**src/verilog/vvpr_pkg.sv**
```systemverilog
// Purpose: constants and carriers for the voltage profile register bank
// Assumes: 8-bit register pointer and data from the two-wire bus engine
// Notes: profile one and two only
// Operation
// selector pins hi low, lo high pick profile one as active.
// selector pins hi high, lo low pick profile two as active.
// policy bit 7 clear signals automatic light-load and pwm switching.
// policy bit 7 set signals forced pwm at every load.
// sync bit 6 clear means external clock is ignored.
// sync bit 6 set means lock to external clock when present.
// bits 5..0 give voltage code, 0.75V plus 10mV per step.
// profile one powers up 0x1E.
// profile two powers up 0xB0.
// sync bit of both profiles powers up clear.
// either supply lockout restores both profiles to power-up values.
// each acknowledged write byte loads the pointed register.
// pointer advances by one after each transferred data byte.
// pointer 0x01 maps profile one, 0x02 profile two, both read/write.
// selected profile fields drive continuous control outputs.
package vvpr_pkg;
  localparam logic [7:0] PTR_PROFILE_ONE   = 8'h01;
  localparam logic [7:0] PTR_PROFILE_TWO   = 8'h02;
  localparam logic [7:0] RST_PROFILE_ONE   = 8'h1E;
  localparam logic [7:0] RST_PROFILE_TWO   = 8'hB0;
  localparam int         POS_POLICY        = 7;
  localparam int         POS_SYNC          = 6;
  localparam int         VCODE_MSB         = 5;
  localparam int         VOUT_BASE_MV      = 750;
  localparam int         VOUT_STEP_MV      = 10;
  localparam logic [7:0] READ_UNMAPPED     = 8'h00;

  typedef struct packed {
    logic       forcedPwm;
    logic       extClkFollow;
    logic [5:0] voutCode;
  } vvpr_profile_type;

  typedef struct packed {
    vvpr_profile_type profileOne;
    vvpr_profile_type profileTwo;
    logic [7:0]       pointer;
    logic [7:0]       readData;
    logic             forcedPwm;
    logic             extClkFollow;
    logic             syncLocked;
    logic [5:0]       voutCode;
    logic [10:0]      voutMv;
    logic [1:0]       selHiSync;
    logic [1:0]       selLoSync;
    logic [1:0]       extClkSync;
  } vvpr_state_type;
endpackage

```
**src/verilog/vvpr_regs.sv**
```systemverilog
// Purpose: two voltage profile registers, selector decode, control outputs
// Assumes: bus engine gives same-clock strobes after ack of each byte
// Notes: selector pins and external clock presence are asynchronous
`timescale 1ns/1ps
module vvpr_regs (
  // clock and reset
  input  wire logic       clk,
  input  wire logic       reset_n,
  input  wire logic       clkEn,
  // supply lockout indications, same clock
  input  wire logic       logicSupplyUvlo,
  input  wire logic       mainSupplyUvlo,
  // bus engine side
  input  wire logic       ptrLoad,
  input  wire logic [7:0] ptrValue,
  input  wire logic       wrByte,
  input  wire logic [7:0] wrData,
  input  wire logic       rdByteDone,
  output logic      [7:0] rdData,
  output logic      [7:0] regPointer,
  // pins
  input  wire logic       profile_sel_hi_pin,
  input  wire logic       profile_sel_lo_pin,
  input  wire logic       extClkPresent,
  // converter controls
  output logic            forcedPwm,
  output logic            extClkFollow,
  output logic            syncLocked,
  output logic      [5:0] voutCode,
  output logic     [10:0] voutMv
);
  vvpr_pkg::vvpr_state_type st_ff, nxt_st;

  function automatic vvpr_pkg::vvpr_profile_type unpack(input logic [7:0] b);
    unpack.forcedPwm    = b[vvpr_pkg::POS_POLICY];
    unpack.extClkFollow = b[vvpr_pkg::POS_SYNC];
    unpack.voutCode     = b[vvpr_pkg::VCODE_MSB:0];
  endfunction

  always_comb begin
    vvpr_pkg::vvpr_profile_type act;
    act = '0;
    nxt_st = st_ff;
    nxt_st.selHiSync = {st_ff.selHiSync[0], profile_sel_hi_pin};
    nxt_st.selLoSync = {st_ff.selLoSync[0], profile_sel_lo_pin};
    nxt_st.extClkSync = {st_ff.extClkSync[0], extClkPresent};
    if (ptrLoad) begin
      nxt_st.pointer = ptrValue;
    end else if (wrByte || rdByteDone) begin
      nxt_st.pointer = st_ff.pointer + 8'h01;
    end
    if (wrByte) begin
      if (st_ff.pointer == vvpr_pkg::PTR_PROFILE_ONE) begin
        nxt_st.profileOne = unpack(wrData);
      end else if (st_ff.pointer == vvpr_pkg::PTR_PROFILE_TWO) begin
        nxt_st.profileTwo = unpack(wrData);
      end
    end
    // lockout wins over a write in the same cycle
    if (logicSupplyUvlo || mainSupplyUvlo) begin
      nxt_st.profileOne = unpack(vvpr_pkg::RST_PROFILE_ONE);
      nxt_st.profileTwo = unpack(vvpr_pkg::RST_PROFILE_TWO);
    end
    // read data follows the pointer after any update
    if (nxt_st.pointer == vvpr_pkg::PTR_PROFILE_ONE) begin
      nxt_st.readData = nxt_st.profileOne;
    end else if (nxt_st.pointer == vvpr_pkg::PTR_PROFILE_TWO) begin
      nxt_st.readData = nxt_st.profileTwo;
    end else begin
      nxt_st.readData = vvpr_pkg::READ_UNMAPPED;
    end
    // other pin patterns belong to profiles outside this block: hold last
    if (st_ff.selHiSync[1] != st_ff.selLoSync[1]) begin
      act = st_ff.selHiSync[1] ? nxt_st.profileTwo : nxt_st.profileOne;
      nxt_st.forcedPwm    = act.forcedPwm;
      nxt_st.extClkFollow = act.extClkFollow;
      nxt_st.voutCode     = act.voutCode;
      // eleven bits: the top code reaches 1380 mV, ten bits would wrap
      nxt_st.voutMv = 11'(vvpr_pkg::VOUT_BASE_MV)
                    + 11'(act.voutCode) * 11'(vvpr_pkg::VOUT_STEP_MV);
    end
    nxt_st.syncLocked = nxt_st.extClkFollow & st_ff.extClkSync[1];
  end

  always_ff @(posedge clk or negedge reset_n) begin
    if (!reset_n) begin
      st_ff <= '{profileOne: vvpr_pkg::vvpr_profile_type'(vvpr_pkg::RST_PROFILE_ONE),
                 profileTwo: vvpr_pkg::vvpr_profile_type'(vvpr_pkg::RST_PROFILE_TWO),
                 default: '0};
    end else if (clkEn) begin
      st_ff <= nxt_st;
    end
  end

  assign rdData       = st_ff.readData;
  assign regPointer   = st_ff.pointer;
  assign forcedPwm    = st_ff.forcedPwm;
  assign extClkFollow = st_ff.extClkFollow;
  assign syncLocked   = st_ff.syncLocked;
  assign voutCode     = st_ff.voutCode;
  assign voutMv       = st_ff.voutMv;

  property p_uvlo_restores;
    @(posedge clk) disable iff (!reset_n)
      (clkEn && (logicSupplyUvlo || mainSupplyUvlo)) |=>
        (st_ff.profileOne == 8'h1E && st_ff.profileTwo == 8'hB0);
  endproperty
  a_uvlo_restores: assert property (p_uvlo_restores) else $error("lockout did not restore");

  property p_write_one;
    @(posedge clk) disable iff (!reset_n)
      (clkEn && wrByte && !ptrLoad && st_ff.pointer == 8'h01 && !logicSupplyUvlo
       && !mainSupplyUvlo) |=> st_ff.profileOne == $past(wrData);
  endproperty
  a_write_one: assert property (p_write_one) else $error("profile one write lost");

  property p_write_two;
    @(posedge clk) disable iff (!reset_n)
      (clkEn && wrByte && !ptrLoad && st_ff.pointer == 8'h02 && !logicSupplyUvlo
       && !mainSupplyUvlo) |=> st_ff.profileTwo == $past(wrData);
  endproperty
  a_write_two: assert property (p_write_two) else $error("profile two write lost");

  property p_ptr_inc;
    @(posedge clk) disable iff (!reset_n)
      (clkEn && !ptrLoad && (wrByte || rdByteDone)) |=>
        regPointer == 8'($past(regPointer) + 8'h01);
  endproperty
  a_ptr_inc: assert property (p_ptr_inc) else $error("pointer did not advance");

  property p_sel_one;
    @(posedge clk) disable iff (!reset_n)
      (clkEn && !st_ff.selHiSync[1] && st_ff.selLoSync[1]) |=>
        {forcedPwm, extClkFollow, voutCode} == st_ff.profileOne;
  endproperty
  a_sel_one: assert property (p_sel_one) else $error("profile one not active");

  property p_sel_two;
    @(posedge clk) disable iff (!reset_n)
      (clkEn && st_ff.selHiSync[1] && !st_ff.selLoSync[1]) |=>
        {forcedPwm, extClkFollow, voutCode} == st_ff.profileTwo;
  endproperty
  a_sel_two: assert property (p_sel_two) else $error("profile two not active");

  property p_mv;
    @(posedge clk) disable iff (!reset_n)
      voutMv == 11'h000 || voutMv == 11'h2EE + 11'(voutCode) * 11'h00A;
  endproperty
  a_mv: assert property (p_mv) else $error("voltage decode wrong");

  property p_sync_off;
    @(posedge clk) disable iff (!reset_n)
      !extClkFollow |-> !syncLocked;
  endproperty
  a_sync_off: assert property (p_sync_off) else $error("clock followed while disabled");

  property p_policy;
    @(posedge clk) disable iff (!reset_n)
      (clkEn && !st_ff.selHiSync[1] && st_ff.selLoSync[1] && !st_ff.profileOne.forcedPwm)
        |=> !forcedPwm;
  endproperty
  a_policy: assert property (p_policy) else $error("policy bit wrong");

  // checks below watch registered state and outputs, along with clkEn, the bus strobes and data, and the lockout inputs
  property p_forced_one;
    @(posedge clk) disable iff (!reset_n)
      (clkEn && !st_ff.selHiSync[1] && st_ff.selLoSync[1] && st_ff.profileOne.forcedPwm)
        |=> forcedPwm;
  endproperty
  a_forced_one: assert property (p_forced_one) else $error("forced pwm lost");

  property p_forced_two;
    @(posedge clk) disable iff (!reset_n)
      (clkEn && st_ff.selHiSync[1] && !st_ff.selLoSync[1] && st_ff.profileTwo.forcedPwm)
        |=> forcedPwm;
  endproperty
  a_forced_two: assert property (p_forced_two) else $error("forced pwm lost");

  property p_policy_two;
    @(posedge clk) disable iff (!reset_n)
      (clkEn && st_ff.selHiSync[1] && !st_ff.selLoSync[1] && !st_ff.profileTwo.forcedPwm)
        |=> !forcedPwm;
  endproperty
  a_policy_two: assert property (p_policy_two) else $error("policy bit wrong");

  property p_sync_sel_off;
    @(posedge clk) disable iff (!reset_n)
      (clkEn && !st_ff.selHiSync[1] && st_ff.selLoSync[1] && !st_ff.profileOne.extClkFollow)
        |=> !extClkFollow;
  endproperty
  a_sync_sel_off: assert property (p_sync_sel_off) else $error("sync enable wrong");

  property p_sync_sel_on;
    @(posedge clk) disable iff (!reset_n)
      (clkEn && !st_ff.selHiSync[1] && st_ff.selLoSync[1] && st_ff.profileOne.extClkFollow)
        |=> extClkFollow;
  endproperty
  a_sync_sel_on: assert property (p_sync_sel_on) else $error("sync enable lost");

  property p_sync_follow;
    @(posedge clk) disable iff (!reset_n)
      clkEn |=>
        syncLocked == (extClkFollow && $past(st_ff.extClkSync[1]));
  endproperty
  a_sync_follow: assert property (p_sync_follow) else $error("clock lock wrong");

  property p_hold_other;
    @(posedge clk) disable iff (!reset_n)
      (clkEn && st_ff.selHiSync[1] == st_ff.selLoSync[1]) |=>
        $stable({forcedPwm, extClkFollow, voutCode, voutMv});
  endproperty
  a_hold_other: assert property (p_hold_other) else $error("outputs moved on other pins");

  property p_mv_two;
    @(posedge clk) disable iff (!reset_n)
      (clkEn && st_ff.selHiSync[1] && !st_ff.selLoSync[1]) |=>
        voutMv == 11'h2EE + 11'(st_ff.profileTwo.voutCode) * 11'h00A;
  endproperty
  a_mv_two: assert property (p_mv_two) else $error("voltage of profile two wrong");

  property p_vrange;
    @(posedge clk) disable iff (!reset_n)
      voutMv != 11'h000 |->
        (voutMv >= 11'h2EE && voutMv <= 11'h564);
  endproperty
  a_vrange: assert property (p_vrange) else $error("voltage out of range");

  property p_sync_clear;
    @(posedge clk) disable iff (!reset_n)
      (clkEn && (logicSupplyUvlo || mainSupplyUvlo)) |=>
        (!st_ff.profileOne.extClkFollow && !st_ff.profileTwo.extClkFollow);
  endproperty
  a_sync_clear: assert property (p_sync_clear) else $error("sync bit not cleared");

  property p_write_old;
    @(posedge clk) disable iff (!reset_n)
      (clkEn && wrByte && ptrLoad && st_ff.pointer == vvpr_pkg::PTR_PROFILE_ONE
       && !logicSupplyUvlo && !mainSupplyUvlo) |=> st_ff.profileOne == $past(wrData);
  endproperty
  a_write_old: assert property (p_write_old) else $error("write with load lost");

  property p_unmapped_wr;
    @(posedge clk) disable iff (!reset_n)
      (clkEn && wrByte && st_ff.pointer != vvpr_pkg::PTR_PROFILE_ONE
       && st_ff.pointer != vvpr_pkg::PTR_PROFILE_TWO) |=> $stable(st_ff.profileTwo);
  endproperty
  a_unmapped_wr: assert property (p_unmapped_wr) else $error("unmapped write landed");

  property p_ptr_load;
    @(posedge clk) disable iff (!reset_n)
      (clkEn && ptrLoad) |=>
        regPointer == $past(ptrValue);
  endproperty
  a_ptr_load: assert property (p_ptr_load) else $error("pointer not loaded");

  property p_ptr_wrap;
    @(posedge clk) disable iff (!reset_n)
      (clkEn && !ptrLoad && rdByteDone && regPointer == 8'hFF) |=>
        regPointer == 8'h00;
  endproperty
  a_ptr_wrap: assert property (p_ptr_wrap) else $error("pointer did not wrap");

  property p_ptr_hold;
    @(posedge clk) disable iff (!reset_n)
      (clkEn && !ptrLoad && !wrByte && !rdByteDone) |=>
        $stable(regPointer);
  endproperty
  a_ptr_hold: assert property (p_ptr_hold) else $error("pointer moved idle");

  property p_rd_one;
    @(posedge clk) disable iff (!reset_n)
      regPointer == vvpr_pkg::PTR_PROFILE_ONE |->
        rdData == st_ff.profileOne;
  endproperty
  a_rd_one: assert property (p_rd_one) else $error("read of profile one wrong");

  property p_rd_two;
    @(posedge clk) disable iff (!reset_n)
      regPointer == vvpr_pkg::PTR_PROFILE_TWO |->
        rdData == st_ff.profileTwo;
  endproperty
  a_rd_two: assert property (p_rd_two) else $error("read of profile two wrong");

  property p_rd_unmapped;
    @(posedge clk) disable iff (!reset_n)
      (regPointer != vvpr_pkg::PTR_PROFILE_ONE && regPointer != vvpr_pkg::PTR_PROFILE_TWO)
        |-> rdData == vvpr_pkg::READ_UNMAPPED;
  endproperty
  a_rd_unmapped: assert property (p_rd_unmapped) else $error("unmapped read wrong");

  property p_freeze_ptr;
    @(posedge clk) disable iff (!reset_n)
      !clkEn |=>
        $stable(regPointer);
  endproperty
  a_freeze_ptr: assert property (p_freeze_ptr) else $error("pointer moved while frozen");

  property p_freeze_prof;
    @(posedge clk) disable iff (!reset_n)
      !clkEn |=>
        ($stable(st_ff.profileOne) && $stable(st_ff.profileTwo));
  endproperty
  a_freeze_prof: assert property (p_freeze_prof) else $error("profile moved while frozen");
endmodule // vvpr_regs
```
**config.mk**
```make
export PLATFORM = sky130hd
export DESIGN_NAME = vvpr_regs
export DESIGN_NICKNAME = d
export VERILOG_FILES = /design/src/verilog/vvpr_pkg.sv /design/src/verilog/vvpr_regs.sv
export SDC_FILE = /design/constraint.sdc
export NUM_CORES = 1
export LEC_CHECK = 0
export BUFFER_PORTS_ARGS = -buffer_cell sky130_fd_sc_hd__buf_4
export CAP_MARGIN = 40
export CORE_ASPECT_RATIO = 1.75
export CORE_MARGIN = 2
export CORE_UTILIZATION = 61
export DETAILED_ROUTE_END_ITERATION = 12
export PLACE_DENSITY = 0.85
export SYNTH_ARGS = -nofsm -noshare
export SYNTH_HDL_FRONTEND = slang
export SYNTH_SLANG_ARGS = --single-unit
```
**constraint.sdc**
```tcl
create_clock -name clk -period 7.35 [get_ports clk]
set_clock_uncertainty 0.2 [all_clocks]
set_input_delay 1.1025 -clock clk [delete_from_list [all_inputs] [get_ports clk]]
set_output_delay 1.1025 -clock clk [all_outputs]
set_load 0.05 [all_outputs]
```
==> results.yml, run 1 <==
synthesis:
  yosys.area_share.simple_pct: 16.0
  synthCells: 394
  synth.cell_area_um2: 3710
  ys.flop_type: "dfrtp_1"
  synth_edf_count: 0
  ys_seq_area_share_pct: 38.6
  synth_compound_area_share_pct: 14.5
  synth_top_cell_area_share_pct: 33.7
  ys_types: 58
  ys_async_sr_fraction_pct: 100
  avgSynthCellArea_um2: 9.43
  synth_area_leader_cell: "dfrtp_1"
  yosysWarningCount: 0
  synth_mux_area_share_pct: 12.0
  synth_top_family_by_area: "simple AND/OR/NAND/NOR gates"
  ys_seq_elements: 57
  synth_fp_nets: 434
  synthAdderAreaFrac_pct: 4.58
  synth_xor_xnor_area_share_pct: 3.20
  synth.area.top_cells: "dfrtp_1 34%, mux2_2 8.8%, buf_4 6.9%"
sta:
  fin_crit_ps: 5340
  hold_violations: 0
  tns_ps: 0
  slew_violations: 0
  worst_slew_pin_slew_ps: 803
  setup_viol: 0
  period_share_pct: 72.7
  max_freq_mhz: 187
  slew_headroom_pct: 46.2
  rsz0062_at_grt: "no"
critical_path:
  worstSetupPathType: "input pin to flip-flop"
  crit_path_end_kind: "flip-flop"
  required_ps: 7410
  critPathLaunchType: "input pin"
  r2r_cells: 19
  r2r_setup_slack_ps: 2260
  arrival_ps: 5410
  cp_max_fo: 9
floorplanning:
  rows: 37
  initial_core_util_pct: 63.2
  core_um2: 5880
  die_h_um: 107
  die_x_um: 63.0
  dieArea_um2: 6750
  io_pins: 63
clock_network:
  cts-htree-levels: 3
  postCtsSetupRepairBufs: 0
  cts_tree: "built"
  cts_buffer_depth: 2
  cts_buffers: 9
  clock_latency_ps: 350
  holdBufCountCts: 0
  clkSinkCount: 57
  cts_root_buf: "clkbuf_8"
  cts_resized: 0
  clk_pin_slew_ps: 70
route:
  routed_wl_um: 8570
  first_pass_iters: 5
  vias: 3016
  avgViaCountPerCell: 6.03
  wire_per_inst_um: 17.1
  ant_nets: 0
  first_iter_violations: 184
  drc: 0
flow_run:
  max-cap-violations: 0
min_path:
  min_path_cells: 2
  hp-class: "flip-flop to flip-flop"
place:
  numPortBuffers: 61
  hpwl_um: 6220
  gp_congestion: 0.923
power_and_ir_drop:
  vdd_drop_max_uv: 149
  p_leak_nw: 1.85
  total_power_mw: 1.18
  p_per_area_nw_per_um2: 284
global_route:
  overflow: 0
  antenna_found_initial: 0
  grt_pass1_vias: 2889
  gr-usage-all-layers_pct: 26.9
  grt_max_degree: 58
  grt_pass1_wl_um: 13900
final_layout:
  areaGrowthSynthToFinish_pct: 12.1
  layout.nets: 457
  multi_input_area_um2: 1870
  num-fill-cells: 473
  drive_gt1_share_pct: 30.1
  diodes: 0
  regArea_um2: 1440
run_status:
  outcome: "completed"
==> synth_stat cells, types with 6 or more instances <==
cell type	number
mux2i_1	12
o31ai_1	9
nand3_1	12
nand2_1	34
xnor2_1	7
buf_4	34
a21oi_1	14
nand4_1	13
nor3_1	6
ha_1	12
dfstp_2	7
clkbuf_1	14
mux2_2	29
inv_1	17
nor2_1	22
dfrtp_1	50
o21ai_0	18
a31oi_1	12
==> layout by cell type (no fill, tap or decap), types with 12 or more instances in the layout <==
cell type,synthesis,final
mux2_2,29,29
inv_1,17,17
nand3_1,12,12
o21ai_0,18,18
nor2_1,22,22
dfrtp_1,50,50
nand4_1,13,13
a31oi_1,12,12
mux2i_1,12,12
a21oi_1,14,14
buf_4,34,66
ha_1,12,12
nand2_1,34,34
==> flip-flops by register name, indices dropped and copies added (netlist names) <==
name          flops
extClkFollow      1
st_ff            19
voutCode          6
voutMv           10
syncLocked        1
regPointer        8
nxt_st            3
rdData            8
forcedPwm         1
==> stage by stage <==
step / setup slack [ps] / cell area [um2] / utilization (%) / instances / hold slack (ps)
finish: 2010 / 4160 / 70.8 / 500 / 265
global route: 1690 / 4160 / 70.8 / 500 / 298
CTS: 2030 / 4160 / 70.8 / 500 / 272
detailed placement: 1700 / 3970 / 67.6 / 484 / 258
global placement: 1750 / 3970 / 67.4 / 483 / 256
floorplan: 2240 / 3710 / - / 394 / 240
==> power by group <==
group | total (mW) | switching [mW] | internal, mW
Clock | 0.287 | 0.122 | 0.165
Sequential | 0.410 | 0.0444 | 0.365
Combinational | 0.484 | 0.318 | 0.166
Total | 1.18 | 0.485 | 0.696
==> critical path, cell delays in order <==
cell      delay (ps)
buf_4            120
or4b_1           580
nor3_2           500
buf_4            260
mux2i_1          220
nor2_1            90
mux2i_1          230
inv_1             80
ha_1             280
ha_1             170
inv_1             60
fa_1             390
xor2_1           310
nand3_1          130
mux2_2           290
a211oi_2         220
xnor3_1          250
o21ai_1          110
==> layer usage <==
metal | share of wire (%) | global-route usage, % | vias up
met5 | 0 | 0 | -
li1 | - | - | 1435
met1 | 37 | 28.5 | 1454
met2 | 55 | 48.3 | 103
met4 | 3.2 | 14.8 | 0
met3 | 4.7 | 6.40 | 24
==> worst paths after layout <==
path | endpoint | startpoint
max | voutMv[8] | wrByte
min | voutMv[4] | voutMv[4]
max reg2reg | voutMv[8] | regPointer[1]
min reg2reg | voutMv[4] | voutMv[4]
max in group asynchronous | st_ff[56] | reset_n
min in group asynchronous | voutCode[5] | reset_n
==> cells by family (layout without fill, tap and decap cells) <==
family | after synthesis | in the layout
AOI/OAI and AO/OA | 83 | 83
buffers and inverters | 73 | 101
adders and majority gates | 13 | 13
DFF | 57 | 57
and+or+nand+nor | 114 | 114
other | 1 | 1
muxes | 41 | 41
xor gates and xnor gates | 12 | 12
==> layout make-up <==
type,count,share of cell area [%]
multi-input combinational,264,45.0
sequential,57,34.5
timing repair buffer,66,11.9
clock buffer,13,3.58
tap,78,2.35
inverter,19,1.71
clock inverter,3,0.962
Note: power is estimated with default switching activity, not from simulation.
==> run 2, diff against run 1 <==
Settings changed: CORE_UTILIZATION 61 to 51, PLACE_DENSITY 0.85 to 0.75.
Clock period 7.35 ns to 4.3 ns, I/O delays scaled along.
==> run 2 against run 1 <==
Net effect: non-clock buffer count increased by 41; utilization decreased by 4.8 points; flip-flop and latch count unchanged; cell count increased by 9.8%; critical path type is now flip-flop to flip-flop; final area increased by 13%; worst setup slack got worse by 2000 ps; register-to-register slack got worse by 2200 ps; die area increased by 19%; critical path depth increased by 1; worst hold slack got worse by 120 ps; power increased by 100%.
==> results.yml, run 2 (synthesis gave the netlist of run 1 again) <==
run_status:
  outcome: "completed"
route:
  avgViaCountPerCell: 5.77
  first_pass_iters: 5
  wire_per_inst_um: 16.7
  routed_wl_um: 9150
  first_iter_violations: 157
  drc: 0
  ant_nets: 0
  vias: 3167
final_layout:
  regMostFlops: "st_ff"
  fin_area_um2: 4710
  largest_reg_flops: 19
  utilization_pct: 66.0
  layout_commonest_cell: "buf_4"
  num-fill-cells: 606
  layout.nets: 498
  areaGrowthSynthToFinish_pct: 26.7
  diodes: 0
  drive_gt1_share_pct: 40.2
  top_regs: "st_ff x19, voutMv x10"
  final_cells: 549
  layout_common_cells: "106 x buf_4, 50 x dfrtp_1, 34 x nand2_1"
sta:
  slew_headroom_pct: 49.1
  slew_violations: 0
  rsz0062_at_grt: "yes"
  period_share_pct: 98.9
  setup_viol: 0
  fin_crit_ps: 4250
  hold_violations: 0
  max_freq_mhz: 235
  worst_slew_pin_slew_ps: 760
  tns_ps: 0
global_route:
  grt_pass1_wl_um: 14400
  grt_max_degree: 58
  gr-usage-all-layers_pct: 24.6
  antenna_found_initial: 0
  grt_pass1_vias: 3130
  overflow: 0
clock_network:
  clkSinkCount: 57
  cts_tree: "built"
  holdBufCountCts: 0
  cts_buffer_depth: 2
  cts-htree-levels: 3
  cts_buffers: 9
  clk_pin_slew_ps: 50
  cts_root_buf: "clkbuf_16"
  clock_latency_ps: 340
power_and_ir_drop:
  pwr-share-seq_pct: 28.5
  p_clk_share_pct: 32.3
  comb_power_share_pct: 39.2
  net-switching-power_uw: 900
  p_sw_share_pct: 37.3
  p_int_mw: 1.52
  p_per_area_nw_per_um2: 513
  vdd_drop_max_uv: 269
  p_leak_nw: 2.14
  total_power_mw: 2.42
floorplanning:
  io_pins: 63
  die_h_um: 117
  rows: 41
  core_um2: 7130
  initial_core_util_pct: 52.1
  die_x_um: 68.5
  dieArea_um2: 8010
critical_path:
  required_ps: 4320
  timing.rr.start: "regPointer[0]"
  arrival_ps: 4270
  timing.rr.end: "voutMv[10]"
  r2r_setup_slack_ps: 50
  critPathLaunchType: "flip-flop"
  crit_path_end_kind: "flip-flop"
  r2r_cells: 19
  cp_max_fo: 5
  worstSetupPathType: "flip-flop to flip-flop"
min_path:
  hp-class: "input pin to asynchronous set/reset pin"
place:
  gp_congestion: 0.957
  numPortBuffers: 61
  place_inst: 521
  post_dp_cell_area_um2: 4240
  hpwl_um: 6710
flow_run:
  max-cap-violations: 0
==> run 2: worst max-delay path by stage <==
stage	to	startpoint	slack, ps
after detailed placement	voutMv[8]	wrByte	-230
final	voutMv[10]	regPointer[0]	50
after floorplan	voutMv[8]	wrByte	-90
after CTS	voutMv[8]	regPointer[0]	10
after global routing	voutMv[10]	regPointer[0]	-150
after global placement	voutMv[8]	wrByte	-100
==> run 2: metal layers <==
metal / global-route usage, % / vias to the layer above / wire, um
met5: 0 / - / 0
met4: 16.5 / 0 / 442
met3: 4.40 / 36 / 358
met2: 44.0 / 96 / 5090
met1: 25.0 / 1527 / 3250
li1: - / 1508 / -
==> run 2: worst max-delay path, cell delays in order (launching register included) <==
cell and delay, ps:
dfrtp_1 400, ha_2 220, or4b_4 510, nor3_4 160
buf_12 130, buf_4 140, mux2i_1 210, nor2_2 80
mux2_2 300, ha_1 210, ha_2 180, inv_2 60
fa_2 220, xor2_2 190, nand3_1 90, mux2_4 290
a211oi_4 200, buf_4 160, nor3_2 30, o22a_1 150
==> run 2: stage by stage <==
stage | hold slack [ps] | setup WS [ps]
floorplan | 149 | -94.4
CTS | 210 | 11.2
global route | 246 | -146
global placement | 255 | -97.8
detailed placement | 270 | -233
finish | 143 | 48.5
==> run 2: final cells by class <==
class / count / area (um2) / area share, %
timing repair buffer: 107 / 816 / 17.3
tap: 86 / 108 / 2.29
clock inverter: 5 / 77.6 / 1.65
clock buffer: 11 / 253 / 5.37
multi-input combinational: 264 / 1950 / 41.3
sequential: 57 / 1440 / 30.5
inverter: 19 / 71.3 / 1.52
==> run 2: power groups by stage <==
stage	Sequential [mW]	Combinational, mW	Clock [mW]
final	0.689	0.947	0.780
after global routing	0.702	1.02	0.813
after CTS	0.691	0.931	0.786
after detailed placement	0.698	0.905	0
after global placement	0.693	0.889	0
after floorplan	0.691	0.729	0
==> run 2: timing repair <==
item                                    in CTS  in global routing
endpoints found under the setup margin       2                  4
pin swaps                                    2                  0
buffers inserted                             8                  4
gates resized for setup                      4                  9
